### config.mk
export PLATFORM = sky130hd
export DESIGN_NAME = wdt_wake_ctrl
export DESIGN_NICKNAME = d
export VERILOG_FILES = /design/src/rtl/wdt_pkg.sv /design/src/rtl/wdt_cnt_if.sv /design/src/rtl/sync2.sv /design/src/rtl/wdt_counter.sv /design/src/rtl/wdt_wake_ctrl.sv
export SDC_FILE = /design/constraint.sdc
export NUM_CORES = 1
export LEC_CHECK = 0
export BUFFER_PORTS_ARGS = -buffer_cell sky130_fd_sc_hd__buf_2
export CORE_MARGIN = 3
export CORE_UTILIZATION = 40
export DETAILED_ROUTE_END_ITERATION = 12
export HOLD_SLACK_MARGIN = 0.05
export PLACE_DENSITY_LB_ADDON = 0.2
export SLEW_MARGIN = 30
export SYNTH_ARGS = -nofsm -noshare
export SYNTH_HDL_FRONTEND = slang
export SYNTH_SLANG_ARGS = --single-unit
### constraint.sdc
create_clock -name ref_clk_i -period 4.3 [get_ports ref_clk_i]
set_clock_uncertainty 0.1 [all_clocks]
set_input_delay 0.645 -clock ref_clk_i [delete_from_list [all_inputs] [get_ports ref_clk_i]]
set_output_delay 0.645 -clock ref_clk_i [all_outputs]
set_load 0.02 [all_outputs]
### src/rtl/wdt_pkg.sv
// Constants and types shared by the watchdog and wake-up control block
package wdt_pkg;
  // Register byte offsets on the Wishbone slave
  localparam logic [7:0] WDT_CTRL_OFS = 8'h00;
  localparam logic [7:0] RST_FLAG_OFS = 8'h04;
  localparam logic [7:0] STATUS_OFS = 8'h08;
  localparam logic [7:0] WAKE_EN_OFS = 8'h0C;
  localparam logic [7:0] MODE_OFS = 8'h10;
  // watchdog_control layout and reset value
  localparam logic [7:0] WDT_CTRL_RST = 8'h53;
  localparam int KEY_LSB = 3;
  localparam logic [4:0] KEY_ENABLE = 5'h0A;
  localparam logic [4:0] KEY_DISABLE = 5'h15;
  // reset_flag_control bits
  localparam int SYSCLK_KEEP_BIT = 7;
  localparam int LV_RESET_BIT = 2;
  localparam int LV_KEY_BIT = 1;
  localparam int KEY_RESET_BIT = 0;
  // status bits
  localparam int TIMEOUT_BIT = 0;
  localparam int POWERDOWN_BIT = 1;
  localparam int HS_STABLE_BIT = 2;
  localparam int LS_STABLE_BIT = 3;
  localparam int SUB_RUN_BIT = 4;
  // mode bits
  localparam int IDLE_EN_BIT = 0;
  localparam int FAST_WAKE_BIT = 1;
  localparam int HXT_SEL_BIT = 2;
  localparam int LVD_EN_BIT = 3;
  localparam logic [3:0] MODE_RST = 4'h4;
  // Timing counts
  localparam logic [10:0] SST_CYCLES = 11'h400;
  localparam logic [1:0] KEY_RESET_TICKS = 2'h2;
  // Watchdog divider exponents for timeout select codes 0..7
  localparam int CNT_W = 18;
  localparam logic [4:0] TO_EXP [8] = '{5'h08, 5'h0A, 5'h0C, 5'h0E, 5'h0F, 5'h10, 5'h11, 5'h12};
  localparam int PORTA_W = 8;
  localparam int IRQ_W = 4;
  typedef enum logic [1:0] {
    PM_RUN = 2'b00,
    PM_HALT = 2'b01,
    PM_HS_START = 2'b10,
    PM_LS_START = 2'b11
  } pm_state_t;
endpackage : wdt_pkg

### src/rtl/wdt_cnt_if.sv
// Control and overflow signals between the controller and the watchdog counter
`timescale 1ns/10ps
`default_nettype none
interface wdt_cnt_if;
  logic tick;
  logic enable;
  logic clear;
  logic [2:0] tsel;
  logic overflow;
  modport ctl (output tick, output enable, output clear, output tsel, input overflow);
  modport cnt (input tick, input enable, input clear, input tsel, output overflow);
endinterface : wdt_cnt_if
`default_nettype wire

### src/rtl/sync2.sv
// Two-flop synchroniser for pins
`timescale 1ns/10ps
`default_nettype none
module sync2 #(
  parameter int W = 1,
  parameter logic [W-1:0] RST_VAL = '0
) (
  input wire logic ref_clk_i,
  input wire logic rst_n_i,
  input wire logic [W-1:0] d_i,
  output logic [W-1:0] q_o
);
  logic [W-1:0] meta_q;
  logic [W-1:0] sync_q;

  always_ff @(posedge ref_clk_i) begin
    if (!rst_n_i) begin
      meta_q <= RST_VAL;
      sync_q <= RST_VAL;
    end else begin
      meta_q <= d_i;
      sync_q <= meta_q;
    end
  end

  assign q_o = sync_q;
endmodule : sync2
`default_nettype wire

### src/rtl/wdt_counter.sv
// Watchdog counter with selectable power-of-two overflow
`timescale 1ns/10ps
`default_nettype none
module wdt_counter
  import wdt_pkg::*;
(
  input wire logic ref_clk_i,
  input wire logic rst_n_i,
  wdt_cnt_if.cnt bus
);
  logic [CNT_W-1:0] cnt_q;
  logic [CNT_W:0] span_w;
  logic [CNT_W-1:0] limit_w;
  logic ov_w;

  assign span_w = (CNT_W+1)'(1) << TO_EXP[bus.tsel];
  assign limit_w = CNT_W'(span_w - (CNT_W+1)'(1));
  // Compare with >= so a shorter select takes effect at once
  assign ov_w = bus.enable & bus.tick & (cnt_q >= limit_w);
  assign bus.overflow = ov_w;

  always_ff @(posedge ref_clk_i) begin
    if (!rst_n_i || bus.clear) begin
      cnt_q <= '0;
    end else if (bus.enable && bus.tick) begin
      cnt_q <= ov_w ? '0 : cnt_q + CNT_W'(1);
    end
  end
endmodule : wdt_counter
`default_nettype wire

### src/rtl/wdt_wake_ctrl.sv
// Watchdog, reset flags and sleep wake-up sequencing with a Wishbone slave
//
// The implementer's own choices: the placing of the registers and the Wishbone register port.
`timescale 1ns/10ps
`default_nettype none
module wdt_wake_ctrl
  import wdt_pkg::*;
(
  input wire logic ref_clk_i,
  input wire logic rst_n_i,
  input wire logic wb_cyc_i,
  input wire logic wb_stb_i,
  input wire logic wb_we_i,
  input wire logic [7:0] wb_adr_i,
  input wire logic [3:0] wb_sel_i,
  input wire logic [31:0] wb_dat_i,
  output logic [31:0] wb_dat_o,
  output logic wb_ack_o,
  input wire logic sub_clk_i,
  input wire logic ext_res_n_i,
  input wire logic [PORTA_W-1:0] porta_i,
  input wire logic [IRQ_W-1:0] irq_req_i,
  input wire logic [IRQ_W-1:0] irq_en_i,
  input wire logic stack_full_i,
  input wire logic clear_watchdog_instr_i,
  input wire logic halt_i,
  input wire logic lvr_event_i,
  input wire logic lvr_key_event_i,
  input wire logic lxt_option_i,
  output logic core_reset_o,
  output logic pc_sp_reset_o,
  output logic resume_o,
  output logic irq_take_o,
  output logic core_run_o,
  output logic sysclk_on_sub_o,
  output logic hxt_en_o,
  output logic lxt_en_o,
  output logic low_internal_rc_en_o,
  output logic sub_clk_en_o
);
  wdt_cnt_if cnt_bus ();
  pm_state_t state_q;
  logic ack_q;
  logic [31:0] rd_q;
  logic [7:0] wdt_ctrl_q;
  logic keep_q, lv_reset_q, lv_key_q, key_rst_q;
  logic to_q, pd_q, hs_stable_q, ls_stable_q;
  logic [PORTA_W-1:0] wake_en_q;
  logic [3:0] mode_q;
  logic [1:0] key_cnt_q;
  logic sub_d_q;
  logic [PORTA_W-1:0] porta_d_q;
  logic ext_d_q;
  logic [IRQ_W-1:0] irq_arm_q;
  logic deep_q, osc_off_q, fast_q;
  logic [10:0] sst_q;
  logic core_rst_q, pc_sp_q, resume_q, irq_take_q;
  logic sub_s;
  logic ext_s;
  logic [PORTA_W-1:0] porta_s;
  sync2 #(.W(1), .RST_VAL(1'b0)) u_sub_sync (
    .ref_clk_i(ref_clk_i),
    .rst_n_i(rst_n_i),
    .d_i(sub_clk_i),
    .q_o(sub_s)
  );
  sync2 #(.W(1), .RST_VAL(1'b1)) u_res_sync (
    .ref_clk_i(ref_clk_i),
    .rst_n_i(rst_n_i),
    .d_i(ext_res_n_i),
    .q_o(ext_s)
  );
  sync2 #(.W(PORTA_W), .RST_VAL({PORTA_W{1'b1}})) u_pa_sync (
    .ref_clk_i(ref_clk_i),
    .rst_n_i(rst_n_i),
    .d_i(porta_i),
    .q_o(porta_s)
  );
  wdt_counter u_cnt (
    .ref_clk_i(ref_clk_i),
    .rst_n_i(rst_n_i),
    .bus(cnt_bus)
  );
  // Bus decode: read data is caught on request, writes land on the ack edge
  wire req_w = wb_cyc_i & wb_stb_i & ~ack_q;
  wire wr_w = wb_cyc_i & wb_stb_i & ack_q & wb_we_i & wb_sel_i[0];
  wire hit_ctrl = wb_adr_i == WDT_CTRL_OFS;
  wire hit_flag = wb_adr_i == RST_FLAG_OFS;
  wire hit_stat = wb_adr_i == STATUS_OFS;
  wire hit_wake = wb_adr_i == WAKE_EN_OFS;
  wire hit_mode = wb_adr_i == MODE_OFS;
  wire [7:0] flag_rd = {keep_q, 4'h0, lv_reset_q, lv_key_q, key_rst_q};
  wire [7:0] stat_rd = {3'h0, sub_clk_en_o, ls_stable_q, hs_stable_q, pd_q, to_q};
  wire [7:0] rd_w = hit_ctrl ? wdt_ctrl_q :
                    hit_flag ? flag_rd :
                    hit_stat ? stat_rd :
                    hit_wake ? wake_en_q :
                    hit_mode ? {4'h0, mode_q} : 8'h00;
  // Watchdog key decoding
  wire [4:0] key_w = wdt_ctrl_q[7:KEY_LSB];
  wire key_bad = (key_w != KEY_ENABLE) && (key_w != KEY_DISABLE);
  wire wdt_on = key_w == KEY_ENABLE;
  wire lvd_en = mode_q[LVD_EN_BIT];
  wire sub_run = wdt_on | lvd_en | key_bad;
  wire sub_tick = sub_s & ~sub_d_q;
  wire key_rst_ev = key_bad & sub_tick & (key_cnt_q == KEY_RESET_TICKS - 2'h1);
  wire in_run = state_q == PM_RUN;
  wire in_halt = state_q == PM_HALT;
  wire halt_ev = in_run & halt_i;
  wire ov = cnt_bus.overflow;
  // Wake sources seen while halted
  wire ext_low = ~ext_s;
  wire ext_fall = ext_d_q & ~ext_s;
  wire port_fall = |(wake_en_q & porta_d_q & ~porta_s);
  wire [IRQ_W-1:0] irq_new = irq_arm_q & irq_req_i;
  wire irq_wake = |irq_new;
  wire irq_serve = |(irq_new & irq_en_i) & ~stack_full_i;
  wire wake_ev = in_halt & (ext_low | ov | irq_wake | port_fall);
  wire full_rst_ev = ext_fall | key_rst_ev | (ov & ~in_halt) | (in_halt & ext_low);
  wire sst_done = sst_q == SST_CYCLES - 11'h001;
  wire ls_needed = deep_q & lxt_option_i & sub_run;
  // Counter hookup; a clear from the core lands the same edge, so none is lost
  assign cnt_bus.tick = sub_tick;
  assign cnt_bus.enable = wdt_on & sub_run;
  assign cnt_bus.clear = clear_watchdog_instr_i | halt_ev | key_rst_ev | core_rst_q;
  assign cnt_bus.tsel = wdt_ctrl_q[2:0];
  // Sampling flops for edge detection
  always_ff @(posedge ref_clk_i) begin
    if (!rst_n_i) begin
      sub_d_q <= 1'b0;
      ext_d_q <= 1'b1;
      porta_d_q <= {PORTA_W{1'b1}};
    end else begin
      sub_d_q <= sub_s;
      ext_d_q <= ext_s;
      porta_d_q <= porta_s;
    end
  end

  // Wishbone slave: ack one cycle after the strobe, dropped the next
  always_ff @(posedge ref_clk_i) begin
    if (!rst_n_i) begin
      ack_q <= 1'b0;
      rd_q <= 32'h0;
    end else begin
      ack_q <= req_w;
      rd_q <= req_w ? {24'h0, rd_w} : 32'h0;
    end
  end

  always_ff @(posedge ref_clk_i) begin
    if (!rst_n_i) begin
      wdt_ctrl_q <= WDT_CTRL_RST;
      keep_q <= 1'b0;
      wake_en_q <= '0;
      mode_q <= MODE_RST;
    end else begin
      if (full_rst_ev) begin
        wdt_ctrl_q <= WDT_CTRL_RST;
      end else if (wr_w && hit_ctrl) begin
        wdt_ctrl_q <= wb_dat_i[7:0];
      end
      if (wr_w && hit_flag) begin
        keep_q <= wb_dat_i[SYSCLK_KEEP_BIT];
      end
      if (wr_w && hit_wake) begin
        wake_en_q <= wb_dat_i[PORTA_W-1:0];
      end
      if (wr_w && hit_mode) begin
        mode_q <= wb_dat_i[3:0];
      end
    end
  end

  // Sticky reset flags: hardware set wins over a software zero
  always_ff @(posedge ref_clk_i) begin
    if (!rst_n_i) begin
      key_rst_q <= 1'b0;
      lv_key_q <= 1'b0;
      lv_reset_q <= 1'b0;
    end else begin
      if (key_rst_ev) begin
        key_rst_q <= 1'b1;
      end else if (wr_w && hit_flag && !wb_dat_i[KEY_RESET_BIT]) begin
        key_rst_q <= 1'b0;
      end
      if (lvr_key_event_i) begin
        lv_key_q <= 1'b1;
      end else if (wr_w && hit_flag && !wb_dat_i[LV_KEY_BIT]) begin
        lv_key_q <= 1'b0;
      end
      if (lvr_event_i) begin
        lv_reset_q <= 1'b1;
      end else if (wr_w && hit_flag && !wb_dat_i[LV_RESET_BIT]) begin
        lv_reset_q <= 1'b0;
      end
    end
  end

  // Illegal key delay in sub-clock ticks
  always_ff @(posedge ref_clk_i) begin
    if (!rst_n_i || !key_bad) begin
      key_cnt_q <= 2'h0;
    end else if (sub_tick) begin
      key_cnt_q <= key_cnt_q + 2'h1;
    end
  end

  // Power-down and timeout flags
  always_ff @(posedge ref_clk_i) begin
    if (!rst_n_i) begin
      pd_q <= 1'b0;
      to_q <= 1'b0;
    end else begin
      if (halt_ev) begin
        pd_q <= 1'b1;
      end else if (clear_watchdog_instr_i) begin
        pd_q <= 1'b0;
      end
      if (ov) begin
        to_q <= 1'b1;
      end else if (halt_ev || clear_watchdog_instr_i) begin
        to_q <= 1'b0;
      end
    end
  end

  // Event outputs and system reset, all registered
  always_ff @(posedge ref_clk_i) begin
    if (!rst_n_i) begin
      core_rst_q <= 1'b1;
      pc_sp_q <= 1'b0;
      resume_q <= 1'b0;
      irq_take_q <= 1'b0;
    end else begin
      core_rst_q <= full_rst_ev;
      pc_sp_q <= in_halt & ov & ~ext_low;
      resume_q <= in_halt & ~ext_low & ~ov & ((irq_wake & ~irq_serve) | (~irq_wake & port_fall));
      irq_take_q <= in_halt & ~ext_low & ~ov & irq_serve;
    end
  end

  // Power mode sequencing
  always_ff @(posedge ref_clk_i) begin
    if (!rst_n_i) begin
      state_q <= PM_HS_START;
      deep_q <= 1'b1;
      osc_off_q <= 1'b1;
      fast_q <= 1'b0;
      irq_arm_q <= '0;
      sst_q <= 11'h000;
      hs_stable_q <= 1'b0;
      ls_stable_q <= 1'b0;
    end else begin
      case (state_q)
        PM_RUN: begin
          if (halt_ev) begin
            state_q <= PM_HALT;
            deep_q <= ~mode_q[IDLE_EN_BIT] & ~sub_run;
            osc_off_q <= ~(mode_q[IDLE_EN_BIT] & keep_q);
            fast_q <= ~mode_q[IDLE_EN_BIT] & sub_run & mode_q[FAST_WAKE_BIT] & mode_q[HXT_SEL_BIT];
            irq_arm_q <= ~irq_req_i;
            if (!(mode_q[IDLE_EN_BIT] && keep_q)) begin
              hs_stable_q <= 1'b0;
            end
            if (!mode_q[IDLE_EN_BIT] && !sub_run && lxt_option_i) begin
              ls_stable_q <= 1'b0;
            end
          end
        end
        PM_HALT: begin
          sst_q <= 11'h000;
          if (wake_ev) begin
            state_q <= osc_off_q ? PM_HS_START : PM_RUN;
          end
        end
        PM_HS_START: begin
          sst_q <= sst_q + 11'h001;
          if (sst_done) begin
            hs_stable_q <= 1'b1;
            sst_q <= 11'h000;
            fast_q <= 1'b0;
            state_q <= ls_needed ? PM_LS_START : PM_RUN;
          end
        end
        PM_LS_START: begin
          sst_q <= sst_q + 11'h001;
          if (sst_done) begin
            ls_stable_q <= 1'b1;
            deep_q <= 1'b0;
            state_q <= PM_RUN;
          end
        end
        default: begin
          state_q <= PM_RUN;
        end
      endcase
    end
  end

  assign wb_ack_o = ack_q;
  assign wb_dat_o = rd_q;
  assign core_reset_o = core_rst_q;
  assign pc_sp_reset_o = pc_sp_q;
  assign resume_o = resume_q;
  assign irq_take_o = irq_take_q;
  // Low crystal runs its start-up in the core, so execution may proceed meanwhile
  assign core_run_o = in_run | (state_q == PM_LS_START) | ((state_q == PM_HS_START) & fast_q);
  // Timers take the system clock; this select switches them too, while the watchdog counts sub ticks
  assign sysclk_on_sub_o = (state_q == PM_HS_START) & fast_q;
  assign hxt_en_o = ~in_halt | ~osc_off_q;
  // High crystal owns the shared start-up timer first
  assign lxt_en_o = lxt_option_i & sub_run & ~((state_q == PM_HS_START) & deep_q);
  assign low_internal_rc_en_o = ~lxt_option_i & sub_run;
  assign sub_clk_en_o = sub_run;
endmodule : wdt_wake_ctrl
`default_nettype wire

After elaboration in Yosys (flattened, before gate mapping)
Memory sizes are Yosys's and may differ from the RTL's.
Index checks and enable logic that the tools add are counted.
{"block": "word_totals", "register_bits": 135, "out_inout_bits": 43, "rom_bits": 40, "input_bits": 73, "n_memories": 1, "elab_cells": 217}
{"block": "op_classes", "magnitude_cmp": 2, "n_shift": 1, "addsub": 4, "n_reduce_logical": 43, "n_eq_ne": 18, "n_bitwise": 74, "muxes": 39}
{"name": "(name not given)", "depth": 8, "width": 5, "rd": 1, "rd_ports_with_merged_regs": 0, "write_ports": 0, "line": "wdt_counter.sv:16", "text": "assign span_w = (CNT_W+1)'(1) << TO_EXP[bus.tsel];"}
{"operator": "$and 1x1->1", "n": 37}
{"operator": "$pmux 11 s3", "n": 1}
{"operator": "$mux 8", "n": 4}
{"operator": "$add 18x1->18 const B", "n": 1}
{"operator": "$ge 18x18->1", "n": 1}
{"operator": "$mux 1", "n": 18}
{"operator": "$mux 18", "n": 1}
{"operator": "$shl 1x5->18 const A", "n": 1}
{"operator": "$sub 18x1->18 const B", "n": 1}
{"operator": "$and 8x8->8", "n": 2}
{"operator": "$eq 8x4->1 const B", "n": 2}
{"operator": "$not 1->1", "n": 15}
{"operator": "$or 1x1->1", "n": 15}
{"operator": "$reduce_bool 2->1", "n": 7}
{"operator": "$logic_and 1x1->1", "n": 12}
{"operator": "$mux 2", "n": 6}
{"operator": "$reduce_and 4->1", "n": 3}
{"operator": "$add 11x1->11 const B", "n": 1}
{"operator": "$eq 11x10->1 const B", "n": 1}
{"operator": "$mux 11", "n": 1}
{"operator": "$mux 5", "n": 2}
{"operator": "$and 4x4->4", "n": 2}
{"operator": "$eq 8x3->1 const B", "n": 1}
{"operator": "$eq 8x5->1 const B", "n": 1}
{"operator": "other kinds (25)", "n": 45}

Longest topological paths before layout
{"block": "logic_depth", "word_depth": 14, "depth_mapped": 13, "depth_no_buf": 12}

Modules after synthesis
Synthesis repeated with hierarchy kept, for this count alone.
{"block": "unflattened", "hier_cells": 570, "area_unflattened_um2": 5348.9}
{"module": "wdt_wake_ctrl", "seq_area_each_um2": 1461.4, "instances": 1, "cells_each": 377, "area_per_inst_um2": 3439.5}
{"module": "wdt_counter", "seq_area_each_um2": 360.3, "instances": 1, "cells_each": 152, "area_per_inst_um2": 1372.6}
{"module": "sync2 (u_pa_sync)", "seq_area_each_um2": 320.3, "instances": 1, "cells_each": 33, "area_per_inst_um2": 431.7}
{"module": "sync2 (u_res_sync ...)", "seq_area_each_um2": 40.0, "instances": 2, "cells_each": 4, "area_per_inst_um2": 52.6}

Least setup slack after synthesis
OpenSTA, ideal clock, no wires.
{"block": "synth_path", "path_kind": "register to register", "startpoint": "register wdt_ctrl_q[0]", "endpoint": "register u_cnt.cnt_q[8]", "slack_ns": 1.210, "stages_incl_launch_ff": 14, "required_ns": 4.135, "setup_ns": 0.065, "n_path_buf": 2, "synth_period_minus_slack_ns": 3.090, "arrival_ns": 2.925, "path_cell_list": "dfxtp_1 > clkbuf_1 > inv_1 > ha_1 > nor3b_1 > xnor2_1 > nand2_1 > ha_1 > a21oi_1 > o21ai_0 > o41ai_4 > nand4b_4 > buf_2 > nor2_1"}
{"block": "synth_via", "elab_chain_len": 9}
{"item": "start, declared", "line": "wdt_wake_ctrl.sv:45", "text": "logic [7:0] wdt_ctrl_q;"}
{"item": "start signal, assigned", "line": "wdt_wake_ctrl.sv:161", "text": "wdt_ctrl_q <= wb_dat_i[7:0];"}
{"item": "$not 3->4 (not written as such)", "line": "wdt_counter.sv:16"}
{"item": "$mem_v2 8x5"}
{"item": "$mux 5 (not written as such) (2 in series)", "line": "wdt_counter.sv:16"}
{"item": "$shl 1x5->18", "line": "wdt_counter.sv:16"}
{"item": "$sub 18x1->18", "line": "wdt_counter.sv:17", "text": "assign limit_w = CNT_W'(span_w - (CNT_W+1)'(1));"}
{"item": "$ge 18x18->1", "line": "wdt_counter.sv:19", "text": "assign ov_w = bus.enable & bus.tick & (cnt_q >= limit_w);"}
{"item": "$and 1x1->1", "line": "wdt_counter.sv:19"}
{"item": "$mux 18", "line": "wdt_counter.sv:26", "text": "cnt_q <= ov_w ? '0 : cnt_q + CNT_W'(1);"}
{"item": "end signal, assigned", "line": "wdt_counter.sv:26"}
{"item": "end, declared", "line": "wdt_counter.sv:11", "text": "logic [CNT_W-1:0] cnt_q;"}
Every way passes these cells. The select of a mux whose other input is x is not followed.
A chain may end at the register's enable or synchronous reset.

Final worst setup path
{"block": "layout_path", "startpoint": "register wdt_ctrl_q[1]", "endpoint": "register wdt_ctrl_q[7]"}
{"block": "layout_via", "elab_chain_len": 12}
{"item": "$not 3->4 (not written as such)", "line": "wdt_counter.sv:16"}
{"item": "$mem_v2 8x5"}
{"item": "$mux 5 (not written as such) (2 in series)", "line": "wdt_counter.sv:16"}
{"item": "$shl 1x5->18", "line": "wdt_counter.sv:16"}
{"item": "$sub 18x1->18", "line": "wdt_counter.sv:17"}
{"item": "$ge 18x18->1", "line": "wdt_counter.sv:19"}
{"item": "$and 1x1->1", "line": "wdt_counter.sv:19"}
{"item": "$and 1x1->1", "line": "wdt_wake_ctrl.sv:119", "text": "wire full_rst_ev = ext_fall | key_rst_ev | (ov & ~in_halt) | (in_halt & ext_low);"}
{"item": "$or 1x1->1 (2 in series)", "line": "wdt_wake_ctrl.sv:119"}
{"item": "$reduce_or 2->1 (no line)"}
Every way passes these cells. The select of a mux whose other input is x is not followed.

==> impl_metrics.tcl <==
set metrics [dict create \
    synth.area.top_cells "dfxtp_1, ha_1, nor2_1" \
    synth_seq_cells 111 \
    cp-end-kind "flip-flop" \
    clkLatencyLatePin_ns 0.36 \
    reg2reg_setup_slack_ns 0.89 \
    slew_viol_final 0 \
    path_class "flip-flop to flip-flop" \
    cts_tree "done" \
    cts_setup_buffers 0 \
    synth_edf_count 0 \
    cp.arrival_ns 3.60 \
    fin_crit_sh 0.793 \
    setup_viol 0 \
    gp_congestion 0.836 \
    critPathMaxFanout 7 \
    clockBufferDepth 2 \
    hold_violations 0 \
    cts.sinks 111 \
    totalWireLength_um 10700 \
    r2r_start "wdt_ctrl_q[1]$_SDFFE_PP1P_" \
    core_area_mm2 0.0122 \
    setup_ws_ns 0.891 \
    start_util 0.416 \
    cp-start-kind "flip-flop" \
    max_freq_ghz 0.293 \
    multi_input_area_mm2 0.00261 \
    syn_inst 574 \
    powerDensity_mw_per_mm2 399 \
    grt_max_degree 41 \
    grt_util_met2 0.269 \
    cts_made_buffers 9 \
    syn-cell-area_mm2 0.00508 \
    clock-root-buffer "clkbuf_16" \
    wl_per_cell_um 13.3 \
    route.detailed.drc 0 \
    path_clk_slew_ns 0.08 \
    tns_ns 0 \
    grtUsageMet1 0.189 \
    io_pins 116 \
    syn_area_per_cell_um2 8.85 \
    drt_iter0_markers 257 \
    postSynth.asyncResetShare 0 \
    die_x_um 119 \
    fill_cells 1228 \
    stdcell_area_mm2 0.00576 \
    worstHoldPathType "flip-flop to flip-flop" \
    dp.final_hpwl_um 8110 \
    grt_pass1_vias 3833 \
    outcome "complete, no violations" \
    rsz0062_at_grt "no" \
    placed_cell_area_mm2 0.00544 \
    grt_busiest_layer "met2" \
    place_ws_ns 0.902 \
    grt_pass1_wl_um 18200 \
    yosysWarningCount 0 \
    critical_path_required_ns 4.49 \
    synthFlopType "dfxtp_1" \
    cap_violations 0 \
    hold_start "u_pa_sync.meta_q[3]$_SDFF_PN1_" \
    route.antenna.remaining_nets 0 \
    fp.dieH_um 119 \
    grtUsageTotal 0.158 \
    seqCellArea_mm2 0.00222 \
    numPortBuffers 64 \
    vias 3957 \
    nets 727 \
    hold_buffers 0 \
    grt_overflow 0 \
    synth.top_cell.area_share 0.438 \
    die_area_mm2 0.0141 \
    drive_gt1_frac 0.149 \
    total_power_w 0.00229 \
    ir_drop_uv 312 \
    min_period_ns 3.41 \
    row_count 40 \
    grtUsageMet3 0.0526 \
    relSlewSlack 0.500 \
    cts_resized 0 \
    worstMarginPinSlew_ns 0.744 \
    h-tree-depth 3 \
    via_per_inst 4.92 \
    layout-area-overhead-vs-synth_pct 13.4 \
    crit_start "wdt_ctrl_q[1]$_SDFFE_PP1P_" \
    antenna_found_initial 0 \
    ys_seq_area_frac 0.438 \
    synthDistinctLibCells 53 \
    synth_top_area_cell "dfxtp_1" \
    p_leak_nw 2.33 \
    first_pass_iters 5 \
]
-- per-stage QoR --
step | hold WS (ns) | utilization | cells
3_5_place_dp | 0.291 | 0.445 | 788
3_3_place_gp | 0.289 | 0.445 | 788
2_1_floorplan | 0.286 | - | 600
6_report | 0.310 | 0.471 | 805
4_1_cts | 0.311 | 0.471 | 804
5_1_grt | 0.337 | 0.471 | 804
-- worst max-delay path: stages (launching register included) --
cell and delay, ns:
dfxtp_1 0.45, inv_1 0.12, ha_1 0.34, nor3b_1 0.24, xnor2_1 0.14, nand2_1 0.07, ha_1 0.33, a21oi_1 0.15
o21ai_0 0.16, o41ai_4 0.64, o221a_2 0.38, inv_2 0.09, a21oi_1 0.12
-- final timing paths --
check                                                   end  cells after the start
worst min-delay path            u_pa_sync.q_o[3]$_SDFF_PN1_                      1
worst min register to register  u_pa_sync.q_o[3]$_SDFF_PN1_                      1
worst max-delay path             wdt_ctrl_q[7]$_SDFFE_PP0P_                     12
worst max register to register   wdt_ctrl_q[7]$_SDFFE_PP0P_                     12
-- kinds of logic after synthesis --
| group | synth area share |
|---|---|
| flops | 0.438 |
| buf+inv | 0.0680 |
| other cells | 0.000738 |
| fa+ha+maj | 0.0567 |
| compound gates | 0.108 |
| mux | 0.0397 |
| xor+xnor | 0.0483 |
| simple gates | 0.241 |
-- final cells by class --
cell class	instances	share of cell area
antenna	1	0.000435
clock inverter	7	0.0154
clock buffer	9	0.0391
tap	168	0.0365
sequential	111	0.386
inverter	19	0.0124
multi-input combinational	425	0.453
timing repair buffer	65	0.0569
-- Yosys cell counts, drive strengths merged, types with 2 or more instances --
cell type    n
a21o         2
a31oi        2
nand4b       3
o22ai        4
nand2b      32
clkbuf      12
and2         9
ha          23
xnor2        8
o31ai        4
buf         33
a211oi      14
o21ai       10
dfxtp      111
nand2       49
nand3       31
mux2i       19
nor3b        2
or3          2
a22oi        4
a21oi       28
o41ai        2
nor2        74
inv         19
a41oi        2
or2          2
nor2b        7
and3         9
xor2        20
nor3        13
o211ai       2
nand4       10
-- placed cells by master, fill, tap and decap left out, types with 10 or more instances in the layout --
cell / n
inv_1: 17
nand2_1: 49
ha_1: 23
a211oi_1: 14
xor2_1: 20
dfxtp_1: 111
nor2_1: 73
mux2i_1: 19
nand2b_1: 32
a21oi_1: 28
nor3_1: 13
nand3_1: 31
o21ai_0: 10
buf_2: 64
conb_1: 27
nand4_1: 10
-- routing by layer --
| metal | vias up | wire, um |
|---|---|---|
| met5 | - | 0 |
| li1 | 2015 | - |
| met1 | 1843 | 4730 |
| met3 | 11 | 593 |
| met2 | 88 | 5250 |
| met4 | 0 | 150 |
-- sequential cells by signal, summed over array words and instances, names as in the netlist, 2 cells and up --
name and flops:
u_pa_sync.q_o 8, u_cnt.cnt_q 18, wake_en_q 8, irq_arm_q 4
state_q 2, key_cnt_q 2, u_pa_sync.meta_q 8, porta_d_q 8
sst_q 11, wdt_ctrl_q 8, mode_q 4, wb_dat_o 8
-- report_power, final --
| group | switching, W | internal, W |
|---|---|---|
| combinational | 0.000221 | 0.000134 |
| clock | 0.000424 | 0.000418 |
| sequential | 0.0000271 | 0.00107 |
| total | 0.000672 | 0.00162 |
No activity file was read; power rests on OpenSTA's default activity.
